===== config.mk =====
export PLATFORM = sky130hd
export DESIGN_NAME = fsra_host
export DESIGN_NICKNAME = d
export VERILOG_FILES = /design/src/fsra_pkg.sv /design/src/fsra_host.sv
export SDC_FILE = /design/constraint.sdc
export NUM_CORES = 1
export LEC_CHECK = 0
export CAP_MARGIN = 15
export CELL_PAD_IN_SITES_DETAIL_PLACEMENT = 0
export CELL_PAD_IN_SITES_GLOBAL_PLACEMENT = 1
export CORE_UTILIZATION = 30
export CTS_CLUSTER_DIAMETER = 200
export DETAILED_ROUTE_END_ITERATION = 16
export DONT_BUFFER_PORTS = 1
export GPL_TIMING_DRIVEN = 0
export HOLD_SLACK_MARGIN = 0.1
export PLACE_DENSITY = 0.61
export SKIP_CTS_REPAIR_TIMING = 1
export SYNTH_ARGS = -nofsm -noshare
export SYNTH_HDL_FRONTEND = slang
export SYNTH_SLANG_ARGS = --single-unit

===== constraint.sdc =====
create_clock -name CORE_CLK -period 3.6 [get_ports CORE_CLK]
set_input_delay 0.18 -clock CORE_CLK [delete_from_list [all_inputs] [get_ports CORE_CLK]]
set_output_delay 0.18 -clock CORE_CLK [all_outputs]
set_load 0.005 [all_outputs]

===== src/fsra_pkg.sv =====
// Package of constants for the secured extra region host controller
package fsra_pkg;
    localparam int ADDR_W = 24;
    localparam int DATA_W = 16;
    localparam logic [ADDR_W-1:0] UNLOCK_ADDR1 = 24'h000555;
    localparam logic [ADDR_W-1:0] UNLOCK_ADDR2 = 24'h0002AA;
    localparam logic [DATA_W-1:0] UNLOCK_DATA1 = 16'h00AA;
    localparam logic [DATA_W-1:0] UNLOCK_DATA2 = 16'h0055;
    localparam logic [DATA_W-1:0] CMD_ENTER = 16'h0088;
    localparam logic [DATA_W-1:0] CMD_EXIT = 16'h0090;
    localparam logic [DATA_W-1:0] CMD_PROGRAM = 16'h00A0;
    localparam logic [ADDR_W-1:0] REGION_LAST = 24'h0000FF;
    localparam logic [ADDR_W-1:0] CUSTOMER_FIRST = 24'h000080;
    localparam logic [ADDR_W-1:0] ID_LOCK_ADDR = 24'h000003;
    localparam int FACTORY_LOCK_BIT = 7;
    localparam int CUSTOMER_LOCK_BIT = 6;
    localparam int CLK_PERIOD_NS = 10;
    // Bus write strobe low time, setup/hold and read access times
    localparam int WE_LOW_NS = 40;
    localparam int SETUP_NS = 20;
    localparam int READ_ACC_NS = 80;
    localparam int RESET_PULSE_MIN_WIDTH_NS = 30;
    localparam int RESET_RECOVER_NS = 200;
    localparam logic [7:0] WE_LOW_CYC = 8'((WE_LOW_NS + CLK_PERIOD_NS - 1) / CLK_PERIOD_NS);
    localparam logic [7:0] SETUP_CYC = 8'((SETUP_NS + CLK_PERIOD_NS - 1) / CLK_PERIOD_NS);
    localparam logic [7:0] READ_CYC = 8'((READ_ACC_NS + CLK_PERIOD_NS - 1) / CLK_PERIOD_NS);
    localparam logic [7:0] RESET_CYC =
        8'((RESET_PULSE_MIN_WIDTH_NS + CLK_PERIOD_NS - 1) / CLK_PERIOD_NS);
    localparam logic [7:0] RECOVER_CYC = 8'((RESET_RECOVER_NS + CLK_PERIOD_NS - 1) / CLK_PERIOD_NS);
    typedef enum logic [2:0] {
        FSRA_OP_READ, FSRA_OP_ENTER, FSRA_OP_EXIT, FSRA_OP_PROGRAM, FSRA_OP_LOCKRD, FSRA_OP_RESET
    } fsra_op_t;
endpackage


===== src/fsra_host.sv =====
// Host controller driving the flash bus for secured extra region access
`timescale 1ns/1ps
module fsra_host
    import fsra_pkg::*;
(
    input wire logic CORE_CLK,
    input wire logic RST_N,
    input wire logic CLK_EN,
    input wire logic REQ_VALID,
    input wire fsra_op_t REQ_OP,
    input wire logic [7:0] REQ_OFFSET,
    input wire logic [DATA_W-1:0] REQ_WDATA,
    input wire logic [ADDR_W-1:0] REQ_BASE,
    input wire logic FLASH_BUSY,
    output logic REQ_READY,
    output logic RSP_VALID,
    output logic [DATA_W-1:0] RSP_RDATA,
    output logic RSP_ERR,
    output logic IN_MODE,
    output logic FACTORY_LOCK_INDICATOR,
    output logic CUSTOMER_LOCK_INDICATOR,
    output logic [ADDR_W-1:0] FL_ADDR,
    output logic [DATA_W-1:0] FL_DQ_O,
    output logic FL_DQ_OE,
    input wire logic [DATA_W-1:0] FL_DQ_I,
    output logic FL_CE_N,
    output logic FL_WE_N,
    output logic FL_OE_N,
    output logic FL_RESET_N
);

    // ----------------------------------------------------------------
    // Pin synchronisers
    // ----------------------------------------------------------------
    logic [DATA_W-1:0] dq_s1_reg, dq_s2_reg, dq_s3_reg;
    logic busy_s1_reg, busy_s2_reg, busy_s3_reg, busy_reg;

    always_ff @(posedge CORE_CLK) begin
        if (!RST_N) begin
            dq_s1_reg <= 16'h0000;
            dq_s2_reg <= 16'h0000;
            dq_s3_reg <= 16'h0000;
            busy_s1_reg <= 1'b0;
            busy_s2_reg <= 1'b0;
            busy_s3_reg <= 1'b0;
            busy_reg <= 1'b0;
        end else if (CLK_EN) begin
            dq_s1_reg <= FL_DQ_I;
            dq_s2_reg <= dq_s1_reg;
            dq_s3_reg <= dq_s2_reg;
            busy_s1_reg <= FLASH_BUSY;
            busy_s2_reg <= busy_s1_reg;
            busy_s3_reg <= busy_s2_reg;
            if (busy_s2_reg == busy_s3_reg) begin
                busy_reg <= busy_s3_reg;
            end
        end
    end

    // ----------------------------------------------------------------
    // Sequencer
    // ----------------------------------------------------------------
    typedef enum logic [2:0] {
        FSRA_IDLE, FSRA_SETUP, FSRA_STROBE, FSRA_GAP, FSRA_READ, FSRA_RST, FSRA_RECOVER
    } fsra_state_t;

    fsra_state_t state_reg;
    fsra_op_t op_reg;
    logic [2:0] cyc_reg;
    logic [2:0] ncyc_reg;
    logic [7:0] cnt_reg;
    logic [7:0] off_reg;
    logic [DATA_W-1:0] wdata_reg;
    logic [ADDR_W-1:0] base_reg;

    function automatic logic [ADDR_W-1:0] cyc_addr(input logic [2:0] c, input fsra_op_t o,
                                                    input logic [ADDR_W-1:0] b,
                                                    input logic [7:0] off);
        if (c == 3'd1) begin
            cyc_addr = b + UNLOCK_ADDR2;
        end else if (c == 3'd3 || o == FSRA_OP_READ || o == FSRA_OP_LOCKRD) begin
            cyc_addr = (o == FSRA_OP_LOCKRD) ? b + ID_LOCK_ADDR : b + {16'h0000, off};
        end else begin
            cyc_addr = b + UNLOCK_ADDR1;
        end
    endfunction

    function automatic logic [DATA_W-1:0] cyc_data(input logic [2:0] c, input fsra_op_t o,
                                                    input logic [DATA_W-1:0] w);
        case (c)
            3'd0: cyc_data = UNLOCK_DATA1;
            3'd1: cyc_data = UNLOCK_DATA2;
            3'd2: cyc_data = (o == FSRA_OP_ENTER) ? CMD_ENTER :
                             (o == FSRA_OP_EXIT) ? CMD_EXIT : CMD_PROGRAM;
            default: cyc_data = w;
        endcase
    endfunction

    // Programs to factory half offsets or outside the entered region mode are refused here
    wire prog_bad = (REQ_OP == FSRA_OP_PROGRAM) &&
                    ({16'h0000, REQ_OFFSET} < CUSTOMER_FIRST || !IN_MODE);
    wire lock_bad = (REQ_OP == FSRA_OP_LOCKRD) && IN_MODE;
    wire req_take = REQ_VALID && REQ_READY;

    always_ff @(posedge CORE_CLK) begin
        if (!RST_N) begin
            state_reg <= FSRA_RST;
            op_reg <= FSRA_OP_READ;
            cyc_reg <= 3'd0;
            ncyc_reg <= 3'd0;
            cnt_reg <= 8'h00;
            off_reg <= 8'h00;
            wdata_reg <= 16'h0000;
            base_reg <= 24'h000000;
            REQ_READY <= 1'b0;
            RSP_VALID <= 1'b0;
            RSP_ERR <= 1'b0;
            RSP_RDATA <= 16'h0000;
            IN_MODE <= 1'b0;
            FACTORY_LOCK_INDICATOR <= 1'b0;
            CUSTOMER_LOCK_INDICATOR <= 1'b0;
            FL_ADDR <= 24'h000000;
            FL_DQ_O <= 16'h0000;
            FL_DQ_OE <= 1'b0;
            FL_CE_N <= 1'b1;
            FL_WE_N <= 1'b1;
            FL_OE_N <= 1'b1;
            FL_RESET_N <= 1'b0;
        end else if (CLK_EN) begin
            RSP_VALID <= 1'b0;
            case (state_reg)
                FSRA_IDLE: begin
                    if (req_take) begin
                        REQ_READY <= 1'b0;
                        op_reg <= REQ_OP;
                        off_reg <= REQ_OFFSET;
                        wdata_reg <= REQ_WDATA;
                        base_reg <= REQ_BASE;
                        cnt_reg <= 8'h00;
                        if (REQ_OP == FSRA_OP_RESET) begin
                            FL_RESET_N <= 1'b0;
                            state_reg <= FSRA_RST;
                        end else if (prog_bad || lock_bad || busy_reg) begin
                            RSP_VALID <= 1'b1;
                            RSP_ERR <= 1'b1;
                            REQ_READY <= 1'b1;
                        end else if (REQ_OP == FSRA_OP_READ || REQ_OP == FSRA_OP_LOCKRD) begin
                            cyc_reg <= 3'd3;
                            FL_ADDR <= cyc_addr(3'd3, REQ_OP, REQ_BASE, REQ_OFFSET);
                            FL_CE_N <= 1'b0;
                            FL_OE_N <= 1'b0;
                            state_reg <= FSRA_READ;
                        end else begin
                            cyc_reg <= 3'd0;
                            ncyc_reg <= (REQ_OP == FSRA_OP_PROGRAM) ? 3'd4 : 3'd3;
                            FL_ADDR <= cyc_addr(3'd0, REQ_OP, REQ_BASE, REQ_OFFSET);
                            FL_DQ_O <= cyc_data(3'd0, REQ_OP, REQ_WDATA);
                            FL_DQ_OE <= 1'b1;
                            FL_CE_N <= 1'b0;
                            state_reg <= FSRA_SETUP;
                        end
                    end
                end
                FSRA_SETUP: begin
                    cnt_reg <= cnt_reg + 8'h01;
                    if (cnt_reg + 8'h01 >= SETUP_CYC) begin
                        cnt_reg <= 8'h00;
                        FL_WE_N <= 1'b0;
                        state_reg <= FSRA_STROBE;
                    end
                end
                FSRA_STROBE: begin
                    cnt_reg <= cnt_reg + 8'h01;
                    if (cnt_reg + 8'h01 >= WE_LOW_CYC) begin
                        cnt_reg <= 8'h00;
                        FL_WE_N <= 1'b1;
                        state_reg <= FSRA_GAP;
                    end
                end
                FSRA_GAP: begin
                    cnt_reg <= cnt_reg + 8'h01;
                    if (cnt_reg + 8'h01 >= SETUP_CYC) begin
                        cnt_reg <= 8'h00;
                        if (cyc_reg + 3'd1 == ncyc_reg) begin
                            FL_DQ_OE <= 1'b0;
                            FL_CE_N <= 1'b1;
                            if (op_reg == FSRA_OP_ENTER) begin
                                IN_MODE <= 1'b1;
                            end else if (op_reg == FSRA_OP_EXIT) begin
                                IN_MODE <= 1'b0;
                            end
                            RSP_VALID <= 1'b1;
                            RSP_ERR <= 1'b0;
                            REQ_READY <= 1'b1;
                            state_reg <= FSRA_IDLE;
                        end else begin
                            cyc_reg <= cyc_reg + 3'd1;
                            FL_ADDR <= cyc_addr(cyc_reg + 3'd1, op_reg, base_reg, off_reg);
                            FL_DQ_O <= cyc_data(cyc_reg + 3'd1, op_reg, wdata_reg);
                            state_reg <= FSRA_SETUP;
                        end
                    end
                end
                FSRA_READ: begin
                    cnt_reg <= cnt_reg + 8'h01;
                    if (cnt_reg >= READ_CYC + 8'd2 && dq_s2_reg == dq_s3_reg) begin
                        cnt_reg <= 8'h00;
                        FL_CE_N <= 1'b1;
                        FL_OE_N <= 1'b1;
                        RSP_RDATA <= dq_s3_reg;
                        if (op_reg == FSRA_OP_LOCKRD) begin
                            FACTORY_LOCK_INDICATOR <= dq_s3_reg[FACTORY_LOCK_BIT];
                            CUSTOMER_LOCK_INDICATOR <= dq_s3_reg[CUSTOMER_LOCK_BIT];
                        end
                        RSP_VALID <= 1'b1;
                        RSP_ERR <= 1'b0;
                        REQ_READY <= 1'b1;
                        state_reg <= FSRA_IDLE;
                    end
                end
                FSRA_RST: begin
                    FL_RESET_N <= 1'b0;
                    FL_CE_N <= 1'b1;
                    FL_WE_N <= 1'b1;
                    FL_OE_N <= 1'b1;
                    FL_DQ_OE <= 1'b0;
                    IN_MODE <= 1'b0;
                    REQ_READY <= 1'b0;
                    cnt_reg <= cnt_reg + 8'h01;
                    if (cnt_reg + 8'h01 >= RESET_CYC) begin
                        cnt_reg <= 8'h00;
                        FL_RESET_N <= 1'b1;
                        state_reg <= FSRA_RECOVER;
                    end
                end
                FSRA_RECOVER: begin
                    cnt_reg <= cnt_reg + 8'h01;
                    if (cnt_reg + 8'h01 >= RECOVER_CYC) begin
                        cnt_reg <= 8'h00;
                        REQ_READY <= 1'b1;
                        state_reg <= FSRA_IDLE;
                    end
                end
                default: state_reg <= FSRA_RST;
            endcase
        end
    end

    // ----------------------------------------------------------------
    // Checks
    // ----------------------------------------------------------------
    a_enter_sets_mode: assert property (@(posedge CORE_CLK) disable iff (!RST_N)
        (CLK_EN && state_reg == FSRA_GAP && op_reg == FSRA_OP_ENTER && RSP_VALID == 1'b0
         && cyc_reg == 3'd2 && cnt_reg + 8'h01 >= SETUP_CYC) |=> IN_MODE)
        else $error("mode not entered");
    a_reset_clears_mode: assert property (@(posedge CORE_CLK) disable iff (!RST_N)
        (!FL_RESET_N) |-> ##1 !IN_MODE)
        else $error("mode survives reset");
    a_reset_min_width: assert property (@(posedge CORE_CLK) disable iff (!RST_N)
        $fell(FL_RESET_N) |-> (!FL_RESET_N)[*3])
        else $error("reset pulse short");
    a_prog_factory_refused: assert property (@(posedge CORE_CLK) disable iff (!RST_N)
        (CLK_EN && req_take && prog_bad) |=> (RSP_VALID && RSP_ERR && FL_CE_N))
        else $error("bad program not refused");
    a_busy_refused: assert property (@(posedge CORE_CLK) disable iff (!RST_N)
        (CLK_EN && req_take && busy_reg && REQ_OP != FSRA_OP_RESET) |=> RSP_ERR)
        else $error("access while busy");
    a_unlock_first: assert property (@(posedge CORE_CLK) disable iff (!RST_N)
        (state_reg == FSRA_STROBE && cyc_reg == 3'd0) |-> FL_DQ_O == UNLOCK_DATA1)
        else $error("wrong first unlock data");
    a_cmd_data: assert property (@(posedge CORE_CLK) disable iff (!RST_N)
        (state_reg == FSRA_STROBE && cyc_reg == 3'd2 && op_reg == FSRA_OP_EXIT)
        |-> (FL_DQ_O == CMD_EXIT && FL_ADDR == base_reg + UNLOCK_ADDR1))
        else $error("wrong exit command");
    a_strobe_ctrl: assert property (@(posedge CORE_CLK) disable iff (!RST_N)
        (!FL_WE_N) |-> (!FL_CE_N && FL_OE_N && FL_DQ_OE))
        else $error("write strobe without bus drive");
    c_enter: cover property (@(posedge CORE_CLK) $rose(IN_MODE));
    c_program: cover property (@(posedge CORE_CLK) state_reg == FSRA_STROBE && cyc_reg == 3'd3);
    c_lockrd: cover property (@(posedge CORE_CLK) RSP_VALID && op_reg == FSRA_OP_LOCKRD);
endmodule


==> results_dict.tcl, run 1 <==
set metrics [dict create \
    synthesis.nets 1300 \
    finalSetupViolations 0 \
    clockPowerShare_pct 40.1 \
    insertion_delay_ns 0.45 \
    synthAdderAreaFrac_pct 3.98 \
    crit_chain "ha_4 -> ha_4 -> o22ai_4 -> inv_2 -> or3_1 -> ha_2 -> inv_2 -> fa_2 -> nor2b_2 -> o31a_1 -> o211ai_1 -> a211o_1 -> nor2_1 -> and3_1 -> o41ai_2" \
    async_flop_share_pct 0 \
    tritoncts "yes" \
    drt-pass1-iter-count 5 \
    antenna_found_initial 0 \
    cts_root_buffer "clkbuf_16" \
    power.share.sequential_pct 42.9 \
    clk_path_buf_depth 2 \
    ys_seq_area_share_pct 38.0 \
    status "finished, final reports clean" \
    design.core.area_um2 31900 \
    globalRouteOverflowTotal 0 \
    period_needed_ns 3.53 \
    synth-seq-cells 186 \
    die_x_um 183 \
    grt_pass1_vias 8480 \
    grt_use_total_pct 20.4 \
    area_growth_pct 20.8 \
    antennaDiodeCount 0 \
    start_kind "register" \
    cts.sinks 186 \
    synth.cell_area_um2 9800 \
    regArea_um2 3730 \
    dp_hpwl_um 25500 \
    hold_viol_final 0 \
    drc 0 \
    drv_cap 0 \
    postLayoutCoreUtil_pct 37.1 \
    drt_wl_total_um 34800 \
    fin_ws_ns 0.0673 \
    crit_arrival_ns 3.88 \
    die_h_um 183 \
    muxShareOfSynthArea_pct 7.56 \
    synth_top_family_by_area "simple AND/OR/NAND/NOR gates" \
    n_fill_cell 3417 \
    drv_slew 0 \
    worst_path_max_delay_cell "dfxtp_4" \
    holdWs_ns 0.0868 \
    multi_input_area_um2 5770 \
    synth-simple-area-share_pct 20.7 \
    setup_tns_ns 0 \
    synth_edf_count 0 \
    max_freq_mhz 283 \
    ant_nets 0 \
    relSlewSlack_pct 38.5 \
    initial_core_util_pct 30.7 \
    switchingPower_uw 1490 \
    cts_inserted_buffers 17 \
    drive_gt1_share_pct 7.09 \
    power_density_nw_per_um2 422 \
    dieArea_um2 33400 \
    avgViaCountPerCell 5.23 \
    finalNetCount 1400 \
    grt_max_degree 19 \
    crit_required_ns 3.94 \
    drt-initial-drc-count 620 \
    path_clk_slew_ns 0.08 \
    yosys_most_used_dff "dfxtp_1" \
    p_int_uw 3510 \
    endpoint_kind "register" \
    port_buffers 0 \
    htree_levels 4 \
    wire_per_inst_um 19.9 \
    dp_slack_ns -0.786 \
    skew_ns 0.0191 \
    place_congestion 0.858 \
    num_rows 65 \
    hold_path_class "in -> reg" \
    synth-xor-area-share_pct 5.09 \
    io_pins 139 \
    cp_slowest_stage_delay_ns 0.37 \
    yosysUniqueCellTypes 75 \
    synth_compound_area_share_pct 20.6 \
    max-vdd-ir-drop_mv 0.396 \
    grt_setup_unrepaired "true" \
    grt_pass1_wl_um 51700 \
    avgSynthCellArea_um2 8.18 \
    period_share_pct 98.1 \
    vias 9138 \
    comb_power_share_pct 17.0 \
    postSynthCellCount 1198 \
    path_class "reg -> reg" \
    critPathMaxFanout 6 \
    p_leak_uw 0.00453 \
    p_sw_share_pct 29.8 \
    worst_pin_slew_ns 0.922 \
    yosys_warnings 0 \
]
## layout make-up
| type | count | share of cell area (%) |
|---|---|---|
| Buffer | 75 | 2.65 |
| Clock buffer | 18 | 3.63 |
| Clock inverter | 14 | 1.47 |
| Inverter | 22 | 0.698 |
| Multi-Input combinational cell | 914 | 48.7 |
| Sequential cell | 186 | 31.5 |
| Tap cell | 435 | 4.60 |
| Timing Repair Buffer | 82 | 6.76 |
## worst max-delay path: cells and delay by family (launching register included)
family | cells | cell delay (ns)
flip-flops | 1 | 0.37
AO/OA/AOI/OAI | 5 | 1.45
buffers and inverters | 2 | 0.15
AND/OR/NAND/NOR | 4 | 0.62
adder cells (fa/ha/maj) | 4 | 0.83
## layout by cell type (no fill, tap or decap), types with 19 or more instances in the layout
| master | synthesis | layout |
|---|---|---|
| a21oi_1 | 115 | 115 |
| clkbuf_1 | 56 | 56 |
| dfxtp_1 | 186 | 184 |
| dlygate4sd3_1 | 0 | 70 |
| ha_1 | 28 | 25 |
| inv_1 | 21 | 19 |
| mux2i_1 | 74 | 74 |
| nand2_1 | 171 | 171 |
| nand3_1 | 40 | 40 |
| nor2_1 | 119 | 118 |
| o21ai_0 | 58 | 57 |
| xnor2_1 | 27 | 27 |
| xor2_1 | 30 | 30 |
## cell usage after synthesis, types with 5 or more instances
cell | number | share of area [%]
a211oi_1 | 18 | 1.4
o21a_1 | 8 | 0.61
nor2_1 | 119 | 4.6
xnor2_1 | 27 | 2.4
nand3_1 | 40 | 2.0
o211ai_1 | 18 | 1.4
mux2i_1 | 74 | 7.6
a21oi_1 | 115 | 5.9
nand2_1 | 171 | 6.5
ha_1 | 28 | 3.6
o21ai_0 | 58 | 3.0
nor3_1 | 17 | 0.87
dfxtp_1 | 186 | 38
a311oi_1 | 7 | 0.63
buf_1 | 8 | 0.31
and2_1 | 6 | 0.38
xor2_1 | 30 | 2.7
a31oi_1 | 10 | 0.64
nor2b_1 | 7 | 0.45
a31o_2 | 5 | 0.45
nand2b_1 | 9 | 0.57
nor4_1 | 12 | 0.77
a21o_1 | 10 | 0.77
o2111ai_1 | 5 | 0.45
inv_1 | 21 | 0.80
o31ai_1 | 11 | 0.84
or3_1 | 6 | 0.38
clkbuf_1 | 56 | 2.1
and3_1 | 11 | 0.70
o31a_1 | 6 | 0.54
nand4_1 | 11 | 0.70
buf_2 | 8 | 0.41
## power by group through the flow
stage               Clock [uW]  Sequential [uW]  Combinational [uW]
finish                    2000             2140                 852
global route              2130             2150                 928
CTS                       2040             2150                 773
detailed placement           0             2190                 769
global placement             0             2190                 768
floorplan                    0             2180                 570
## per-stage QoR
stage	std cells	cell area (um^2)	power [uW]
after floorplan	1198	9800	2750
after global placement	1633	10300	2960
after detailed placement	1634	10400	2960
after CTS	1666	11000	4960
after global routing	1746	11800	5210
final	1746	11800	5000
## routing by layer
| metal | global-route usage, % | vias to the layer above | wire length, um |
|---|---|---|---|
| met3 | 6.06 | 18 | 2130 |
| met1 | 28.3 | 4397 | 17100 |
| met5 | 0 | - | 0 |
| met4 | 4.61 | 0 | 324 |
| li1 | - | 4481 | - |
| met2 | 30.9 | 242 | 15200 |
## kinds of logic (layout without fill, tap and decap cells)
logic type,after synthesis,count (layout)
compound gates,315,315
xor+xnor,57,57
fa+ha+maj,30,30
buf+inv,98,211
flops,186,186
mux,74,74
simple gates,438,438
## path summary, 6_finish.rpt
kind	from	endpoint	slack, ns	depth (start not counted)
max	cyc_reg[0]	FL_ADDR[18]	0.07	15
min	REQ_BASE[13]	FL_ADDR[14]	0.09	3
max reg2reg	cyc_reg[0]	FL_ADDR[18]	0.07	15
min reg2reg	off_reg[7]	off_reg[7]	0.46	2
Note: power is estimated with default switching activity, not from simulation.
==> run 2, diff against run 1 <==
Settings changed: CORE_ASPECT_RATIO set to 1.1.
==> run 2 against run 1 <==
Flip-flop and latch count did not move. Total power fell by 4.4%. Via count fell by 0.53%. Wire length is 2.3% higher. Sequential power hardly changed. Highest routed layer unchanged. Clock skew decreased by 0.0092 ns.
==> results_dict.tcl, run 2 (synthesized netlist as in run 1, its figures left out) <==
set metrics [dict create \
    relSlewSlack_pct 38.1 \
    cts_inserted_buffers 17 \
    period_needed_ns 3.47 \
    drv_slew 0 \
    wire_per_inst_um 20.5 \
    hold_path_class "in -> reg" \
    io_pins 139 \
    start_kind "register" \
    hold_viol_final 0 \
    path_class "reg -> reg" \
    vias 9090 \
    holdWs_ns 0.0685 \
    skew_ns 0.00988 \
    finalSetupViolations 0 \
    cts_root_buffer "clkbuf_16" \
    period_share_pct 96.3 \
    grt_pass1_wl_um 53100 \
    instances_no_fill 1736 \
    ant_nets 0 \
    power_uw 4780 \
    die_x_um 174 \
    num_rows 69 \
    p_leak_uw 0.00445 \
    power_density_nw_per_um2 409 \
    crit_arrival_ns 3.84 \
    design.core.area_um2 32200 \
    grt_use_total_pct 21.1 \
    place_congestion 0.893 \
    drt_wl_total_um 35600 \
    insertion_delay_ns 0.44 \
    critPathMaxFanout 6 \
    clk_path_buf_depth 2 \
    max_freq_mhz 288 \
    tritoncts "yes" \
    initial_core_util_pct 30.4 \
    drt-pass1-iter-count 5 \
    finalNetCount 1395 \
    final_cell_mix "184 x dfxtp_1, 171 x nand2_1, 118 x nor2_1" \
    avgViaCountPerCell 5.24 \
    final_common_cell "dfxtp_1" \
    port_buffers 0 \
    cts.sinks 186 \
    grt_max_degree 17 \
    post-place-cells 1625 \
    dp_hpwl_um 26700 \
    grt_pass1_vias 8687 \
    worst_pin_slew_ns 0.928 \
    drv_cap 0 \
    drt-initial-drc-count 525 \
    setup_tns_ns 0 \
    antenna_found_initial 2 \
    status "finished, final reports clean" \
    path_clk_slew_ns 0.07 \
    globalRouteOverflowTotal 0 \
    endpoint_kind "register" \
    postLayoutCoreUtil_pct 36.3 \
    drive_gt1_share_pct 6.66 \
    crit_required_ns 3.97 \
    max-vdd-ir-drop_mv 0.327 \
    drc 0 \
    area_growth_pct 19.2 \
    dieArea_um2 33400 \
    die_h_um 192 \
    htree_levels 4 \
]
[run 2: changes by cell type in the layout (fill, tap and decap cells not counted), sizes merged]
cell         change
clkinvlp         +3
inv              -5
bufinv           -2
clkinv           +2
dlygate4sd3      -1
buf              -4
diode            +4
clkbuf           +2
[run 2: final cells by class]
cell class | count | area, um^2
Sequential cell | 186 | 3730
Clock inverter | 12 | 88.8
Timing Repair Buffer | 77 | 748
Tap cell | 426 | 533
Inverter | 22 | 82.6
Multi-Input combinational cell | 914 | 5740
Clock buffer | 20 | 447
Antenna cell | 4 | 10.0
Fill cell | 3394 | 20500
Buffer | 75 | 314
[run 2: layer usage]
| layer | vias up | track usage [%] | share of wire (%) |
|---|---|---|---|
| li1 | 4474 | - | - |
| met1 | 4347 | 24.3 | 42 |
| met2 | 216 | 36.2 | 48 |
| met3 | 53 | 6.33 | 6.4 |
| met4 | 0 | 8.94 | 2.9 |
| met5 | - | 0 | 0 |
[run 2: final timing paths]
path | start | to | slack (ns) | cells after the start
worst max register to register | cyc_reg[0] | FL_ADDR[19] | 0.13 | 14
worst max-delay path | cyc_reg[0] | FL_ADDR[19] | 0.13 | 14
worst min-delay path | REQ_OP[1] | FL_OE_N | 0.07 | 4
worst min register to register | off_reg[6] | off_reg[6] | 0.46 | 2
[run 2: through the flow]
step	setup WS [ns]	instance area, um^2
global route	-0.0116	11700
global placement	-0.641	10300
finish	0.133	11700
floorplan	0.251	9800
CTS	-0.593	10900
detailed placement	-0.602	10300
[run 2: report_power, final]
group	internal, uW	leakage (uW)	switching, uW
Combinational	334	0.00270	515
Clock	908	0.000254	879
Sequential	2110	0.00151	35.2
Total	3350	0.00445	1430
[run 2: worst max-delay path: stages, from the launching register on]
cell and delay [ns]:
dfxtp_4 0.36, ha_2 0.20, ha_4 0.31, o22ai_4 0.10, buf_4 0.15, and3_1 0.19, ha_1 0.33, o21ai_0 0.13
o21bai_1 0.32, o211ai_1 0.14, buf_4 0.19, a2111oi_2 0.39, xnor2_1 0.13, a211o_1 0.32, a21oi_1 0.13
